===== src/include/adc_cmd_pkg.sv =====
// constants and carrier types for the converter command decoder
package adc_cmd_pkg;
    localparam int CMD_BITS = 8;
    localparam logic [7:0] SETUP_RESET = 8'h60;
    localparam logic [7:0] AVG_RESET = 8'h20;
    localparam int CK_HI = 5;
    localparam int CK_LO = 4;
    localparam int REF_HI = 3;
    localparam int REF_LO = 2;
    localparam int AVG_EN = 4;
    localparam int DEPTH_HI = 3;
    localparam int DEPTH_LO = 2;
    localparam int COUNT_HI = 1;
    localparam int COUNT_LO = 0;
    localparam int RESET_KIND = 3;
    localparam int SCLK_MAX_KHZ = 4800;
    localparam logic [1:0] CK_CONVERT_START_PIN = 2'h0;
    localparam logic [1:0] CK_EXT_ACQ = 2'h1;
    localparam logic [1:0] CK_SERIAL = 2'h2;
    localparam logic [1:0] CK_SCLK = 2'h3;
    localparam logic [1:0] REF_INT_AUTO = 2'h0;
    localparam logic [1:0] REF_EXT = 2'h1;
    localparam logic [1:0] REF_INT_ON = 2'h2;

    typedef struct packed {
        logic sclk;
        logic cs_b;
        logic din;
    } serial_in_s;

    typedef struct packed {
        logic [1:0] clock_mode;
        logic internal_clock;
        logic internal_acq;
        logic convert_start_pin_starts;
        logic convert_start_pin_times_acq;
        logic sclk_timed;
        logic [1:0] reference_mode;
        logic internal_ref;
        logic ref_always_on;
        logic ref_off_after_scan;
        logic wakeup_delay;
        logic averaging_active;
        logic [5:0] conversions_per_result;
        logic [4:0] single_channel_results;
    } config_s;
endpackage : adc_cmd_pkg


===== src/verilog/adc_setup_average_reset_regs.sv =====
// serial command decoder with setup, averaging and reset registers
`timescale 1ns/1ps
`default_nettype none
module adc_setup_average_reset_regs (
    input wire logic clk,
    input wire logic rst_b,
    input wire logic sclk,
    input wire logic cs_b,
    input wire logic din,
    output logic [7:0] clock_reference_setup,
    output logic [7:0] averaging_scan_count,
    output logic [7:0] fifo_or_full_reset,
    output logic fifo_clear,
    output logic conversion_byte_valid,
    output logic [7:0] conversion_byte,
    output adc_cmd_pkg::config_s cfg
);
    // ------------------------------------------------------------
    // pin synchronisers
    // ------------------------------------------------------------
    adc_cmd_pkg::serial_in_s pins;

    sync2 u_sync_sclk (
        .clk(clk),
        .rst_b(rst_b),
        .d(sclk),
        .q(pins.sclk)
    );

    // chip select resets to its idle level, no false frame start
    sync2 #(.RESET_VALUE(1'b1)) u_sync_cs (
        .clk(clk),
        .rst_b(rst_b),
        .d(cs_b),
        .q(pins.cs_b)
    );

    sync2 u_sync_din (
        .clk(clk),
        .rst_b(rst_b),
        .d(din),
        .q(pins.din)
    );

    // ------------------------------------------------------------
    // state
    // ------------------------------------------------------------
    typedef struct packed {
        logic sclk_last;
        logic cs_last;
        logic [7:0] shift;
        logic [3:0] bit_count;
        logic byte_done;
        logic [7:0] setup;
        logic [7:0] average;
        logic [7:0] reset_reg;
        logic fifo_clear;
        logic conv_valid;
        logic [7:0] conv_byte;
    } state_s;

    state_s st;
    state_s next_st;
    logic sclk_rise;
    logic [7:0] full_byte;
    logic [1:0] ck;
    logic [1:0] rf;
    logic [1:0] depth;
    logic [1:0] count;

    assign sclk_rise = pins.sclk && !st.sclk_last;
    assign full_byte = {st.shift[6:0], pins.din};

    // ------------------------------------------------------------
    // shifter and decoder
    // ------------------------------------------------------------
    always_comb begin
        next_st = st;
        next_st.sclk_last = pins.sclk;
        next_st.cs_last = pins.cs_b;
        next_st.fifo_clear = 1'b0;
        next_st.conv_valid = 1'b0;
        if (pins.cs_b) begin
            next_st.bit_count = 4'h0;
            next_st.byte_done = 1'b0;
        end else if (st.cs_last) begin
            next_st.bit_count = 4'h0;
            next_st.byte_done = 1'b0;
        end else if (sclk_rise && !st.byte_done) begin
            next_st.shift = full_byte;
            next_st.bit_count = st.bit_count + 4'h1;
            if (st.bit_count == 4'h7) begin
                next_st.byte_done = 1'b1;
                if (full_byte[7]) begin
                    next_st.conv_valid = 1'b1;
                    next_st.conv_byte = full_byte;
                end else if (full_byte[6]) begin
                    next_st.setup = {2'h1, full_byte[5:2], 2'h0};
                end else if (full_byte[5]) begin
                    next_st.average = full_byte;
                end else if (full_byte[4]) begin
                    next_st.reset_reg = {4'h1, full_byte[3], 3'h0};
                    if (full_byte[adc_cmd_pkg::RESET_KIND]) begin
                        next_st.fifo_clear = 1'b1;
                    end else begin
                        next_st.setup = adc_cmd_pkg::SETUP_RESET;
                        next_st.average = adc_cmd_pkg::AVG_RESET;
                        next_st.conv_byte = 8'h00;
                        next_st.fifo_clear = 1'b1;
                    end
                end
                // upper nibble zero: nothing written
            end
        end
    end

    always_ff @(posedge clk or negedge rst_b) begin
        if (!rst_b) begin
            st <= '0;
            st.cs_last <= 1'b1;
            st.setup <= adc_cmd_pkg::SETUP_RESET;
            st.average <= adc_cmd_pkg::AVG_RESET;
            st.reset_reg <= 8'h10;
        end else begin
            st <= next_st;
        end
    end

    // ------------------------------------------------------------
    // configuration decode
    // ------------------------------------------------------------
    assign ck = {st.setup[adc_cmd_pkg::CK_HI], st.setup[adc_cmd_pkg::CK_LO]};
    assign rf = {st.setup[adc_cmd_pkg::REF_HI], st.setup[adc_cmd_pkg::REF_LO]};
    assign depth = {st.average[adc_cmd_pkg::DEPTH_HI], st.average[adc_cmd_pkg::DEPTH_LO]};
    assign count = {st.average[adc_cmd_pkg::COUNT_HI], st.average[adc_cmd_pkg::COUNT_LO]};

    always_comb begin
        cfg = '0;
        cfg.clock_mode = ck;
        cfg.reference_mode = rf;
        case (ck)
            adc_cmd_pkg::CK_CONVERT_START_PIN: begin
                cfg.internal_clock = 1'b1;
                cfg.internal_acq = 1'b1;
                cfg.convert_start_pin_starts = 1'b1;
            end
            adc_cmd_pkg::CK_EXT_ACQ: begin
                cfg.internal_clock = 1'b1;
                cfg.convert_start_pin_times_acq = 1'b1;
                cfg.convert_start_pin_starts = 1'b1;
            end
            adc_cmd_pkg::CK_SERIAL: begin
                cfg.internal_clock = 1'b1;
                cfg.internal_acq = 1'b1;
            end
            default: begin
                cfg.sclk_timed = 1'b1;
            end
        endcase
        case (rf)
            adc_cmd_pkg::REF_INT_AUTO: begin
                cfg.internal_ref = 1'b1;
                cfg.ref_off_after_scan = 1'b1;
                cfg.wakeup_delay = 1'b1;
            end
            adc_cmd_pkg::REF_EXT: begin
                cfg.internal_ref = 1'b0;
            end
            adc_cmd_pkg::REF_INT_ON: begin
                cfg.internal_ref = 1'b1;
                cfg.ref_always_on = 1'b1;
            end
            default: begin
                cfg.internal_ref = 1'b0; // reserved encoding
            end
        endcase
        cfg.averaging_active = st.average[adc_cmd_pkg::AVG_EN] && (ck != adc_cmd_pkg::CK_SCLK);
        if (!cfg.averaging_active) begin
            cfg.conversions_per_result = 6'h01;
        end else begin
            case (depth)
                2'h0: cfg.conversions_per_result = 6'h04;
                2'h1: cfg.conversions_per_result = 6'h08;
                2'h2: cfg.conversions_per_result = 6'h10;
                default: cfg.conversions_per_result = 6'h20;
            endcase
        end
        case (count)
            2'h0: cfg.single_channel_results = 5'h04;
            2'h1: cfg.single_channel_results = 5'h08;
            2'h2: cfg.single_channel_results = 5'h0c;
            default: cfg.single_channel_results = 5'h10;
        endcase
    end

    assign clock_reference_setup = st.setup;
    assign averaging_scan_count = st.average;
    assign fifo_or_full_reset = st.reset_reg;
    assign fifo_clear = st.fifo_clear;
    assign conversion_byte_valid = st.conv_valid;
    assign conversion_byte = st.conv_byte;
endmodule : adc_setup_average_reset_regs
`default_nettype wire


===== src/verilog/sync2.sv =====
// two flip-flop synchroniser, one bit
`timescale 1ns/1ps
`default_nettype none
module sync2 #(
    parameter logic RESET_VALUE = 1'b0
) (
    input wire logic clk,
    input wire logic rst_b,
    input wire logic d,
    output logic q
);
    logic [1:0] stage;

    always_ff @(posedge clk or negedge rst_b) begin
        if (!rst_b) begin
            stage <= {2{RESET_VALUE}};
        end else begin
            stage <= {stage[0], d};
        end
    end

    assign q = stage[1];
endmodule : sync2
`default_nettype wire


===== config.mk =====
export PLATFORM = sky130hd
export DESIGN_NAME = adc_setup_average_reset_regs
export DESIGN_NICKNAME = d
export VERILOG_FILES = /design/src/include/adc_cmd_pkg.sv /design/src/verilog/adc_setup_average_reset_regs.sv /design/src/verilog/sync2.sv
export SDC_FILE = /design/constraint.sdc
export NUM_CORES = 1
export LEC_CHECK = 0
export ABC_AREA = 1
export ABC_CLOCK_PERIOD_IN_PS = 1800
export BUFFER_PORTS_ARGS = -buffer_cell sky130_fd_sc_hd__buf_2
export CAP_MARGIN = 0
export CORE_MARGIN = 4
export CORE_UTILIZATION = 51
export CTS_CLUSTER_DIAMETER = 40
export CTS_CLUSTER_SIZE = 12
export DETAILED_ROUTE_END_ITERATION = 6
export PLACE_DENSITY = 0.79
export SKIP_CTS_REPAIR_TIMING = 1
export SLEW_MARGIN = 40
export SYNTH_ARGS = -nofsm -noshare
export SYNTH_HDL_FRONTEND = slang
export SYNTH_SLANG_ARGS = --single-unit

===== constraint.sdc =====
create_clock -name clk -period 1.8 [get_ports clk]
set_clock_uncertainty 0.05 [all_clocks]
set_input_delay 0.09 -clock clk [delete_from_list [all_inputs] [get_ports clk]]
set_output_delay 0.09 -clock clk [all_outputs]
set_load 0.05 [all_outputs]

==> impl_results.md <==
- Min-Delay Path Class: register to register
- Critical path cell sequence: inv_1 > ha_1 > or2_2 > buf_2
- CTS tree: yes
- Max-slew violations: 0
- Ys async rst share: 100%
- #FFs+latches synth: 42
- DRT iter0 DRCs: 72
- CP endpoint kind: output port
- Gr ovfl total: 0
- Tightest Pin Transition: 0.509 ns
- Initial antenna violation count: 0
- Routed vias: 1576
- Clock Latency Late Sink: 0.29 ns
- Finished Layout Cells: 339
- Die X-Extent: 73.8 µm
- DRC viols: 0
- Synth Area in Adders: 2.27%
- Status: finished, final reports clean
- Root Driver: clkbuf_8
- Nets@finish: 297
- Final setup viols: 0
- Total GRT Usage: 14.8%
- Worst Hold End: u_sync_sclk.stage[1]
- Vias in the first global route: 1407
- Port-buffer cells: 48
- Die Ht: between 70 and 80 µm
- Syn_area_per_cell: 8.47 µm²
- Final ANT Viol Nets: 0
- H-tree Lvls: 2
- Initial Util: between 50% and 60%
- Critical Path AT: 1.45 ns
- Clk slew on worst S/H paths: approximately 0.08 ns
- Hold path cells: 0
- Area of the multi-input gates: 786 µm²
- Post-synth EDFFs: 0
- Total Neg Setup Slack: 0 ns
- Most frequent cells in the layout: 67 x nand2_1, 48 x buf_2, 36 x dfrtp_1
- Worst EP required: 1.66 ns
- Layout Utilization: 59.4%
- Leading cell type in the layout, fill and taps excluded: nand2_1
- Core Rows: 23
- Largest net degree at the start of global routing: 43
- Clock sink count: between 40 and 50
- Hold path startpoint: u_sync_sclk.stage[0]
- Top FF cell, synth: dfrtp_1
- Antenna diode count: 0
- CP max FO: 4
- Cell Area, Synth: around 0.0022 mm²
- Final HPWL DP: 2780 µm
- Core Box Area: 0.00409 mm²
- Max-cap violation count: 0
- Cell Pwr Density: between 800 and 900 mW/mm²
- Synth Area in Simple Gates: between 20 and 25%
- R2r worst-path depth: 7
- Xor/xnor share of the synthesized area: 0%
- Maximum clock frequency: 630 MHz
- Slowest stage delay, CP: 0.40 ns
- Post-Place Cells: 327
- DR pass1 iterations: 4
- Io pins: 64
- Slowest cell on crit path: dfrtp_1
- Compound-cell area share of the yosys netlist: 3.85%
- Final-report hold violation count: 0
- Mux cell area share after synthesis: 0%
- Crit path time final: 1.59 ns
- Fillers: 370
- RR Startpoint: st[35]
- Setup CP Type: register to output port
- First-pass GRT wire length: ~6200 µm
- Slew HR: 66.0%
- Setup slack, reg-to-reg: 0.27 ns
- IR drop worst, VDD: 0.000562 V
- Combinational family with the most area after synthesis: simple AND/OR/NAND/NOR gates
- Startpoint types: register
- Unrepaired setup endpoints after global routing: false
- Post-Route WL: approximately 3700 µm
- Layout cell share with drive strength beyond 1: 28.0%
- Final Cycle Share: 88.1%
- Sequential cell area: between 0.001 and 0.0015 mm²
- Worst hold slack: 0.300 ns
- Reg2Reg Capture Point: conversion_byte[1]
- Tot Pwr: 2000 µW
- Routability cong.: roughly 0.81
- Die area: approximately 0.0054 mm²
- Syn Inst Count: 261
- Wire length per cell: 10.9 µm
- YS warnings: 0
- LEAKAGE: 0.00143 µW
- Sequential area share after synthesis: 47.9%
- Vias per std cell: 4.65
- P&R area growth vs syn: 9.91%
- Distinct cells, synth: 22
- Total CTS buffers: 5
- Longest Clk Path Bufs: 2
where the power goes:
part           leakage, µW  internal [µW]  switching (µW)
sequential        0.000549            993            68.2
combinational     0.000819           60.7             191
clock            0.0000575            387             300
layout make-up:
cell class | count | area share, %
well taps | 50 | 2.58
flip-flops and latches | 42 | 43.6
repair buffers | 54 | 12.2
clock buffers | 8 | 4.53
inverters | 31 | 4.79
multi-input cells | 154 | 32.4
stage by stage:
| stage | worst slack, ns | cell area [µm²] |
|---|---|---|
| after floorplan | 0.0254 | 2310 |
| after global placement | 0.341 | 2280 |
| after detailed placement | 0.269 | 2280 |
| after CTS | 0.199 | 2390 |
| after global routing | 0.141 | 2430 |
| final | 0.213 | 2430 |
cells in the mapped netlist, types with 3 or more instances:
cell / n / area [µm²]
dfstp_2: 6 / 158
buf_4: 42 / 315
nor2_2: 3 / 18.8
ha_1: 4 / 50.1
inv_1: 30 / 113
nand2_1: 68 / 255
a21oi_1: 5 / 25.0
nor3_1: 5 / 25.0
nand2_4: 3 / 33.8
dfrtp_1: 36 / 901
o21ai_0: 12 / 60.1
nand3_1: 21 / 105
nor2_1: 12 / 45.0
layer usage:
layer	wire length (µm)	GRT usage, %	vias to the layer above
met3	289	4.38	7
li1	-	-	799
met2	1860	26.5	52
met4	53	5.43	0
met1	1480	16.5	718
met5	0	0	-
logic make-up (layout without fill, tap and decap cells):
group	Yosys count	count (layout)
other	2	15
buffers and inverters	78	93
adders and majority gates	4	4
and+or+nand+nor	118	118
DFF	42	42
AOI/OAI and AO/OA	17	17
critical path: cells and delay by family, from the launching register on:
kind,cells,cell delay [ns]
adders and majority gates,1,0.19
buffers and inverters,2,0.29
DFF,1,0.40
and+or+nand+nor,1,0.28
sequential cells by signal, summed over array words and instances (netlist names):
signal,flops
averaging_scan_count,6
clock_reference_setup,5
conversion_byte,8
conversion_byte_valid,1
fifo_clear,1
fifo_or_full_reset,1
full_byte,7
st,7
u_sync_cs.stage,2
u_sync_din.stage,2
u_sync_sclk.stage,2
how the worst max path moves through the flow:
stage                             start                 end  slack [ns]  cells past startpoint
2_1_floorplan  clock_reference_setup[4]             cfg[10]        0.03                      3
3_3_place_gp                     st[35]  conversion_byte[2]        0.34                      7
3_5_place_dp                     st[35]  conversion_byte[1]        0.27                      7
4_1_cts        clock_reference_setup[5]              cfg[5]        0.20                      3
5_1_grt         averaging_scan_count[0]              cfg[2]        0.14                      4
6_report        averaging_scan_count[0]              cfg[2]        0.21                      4
Note: power is estimated with default switching activity, not from simulation.
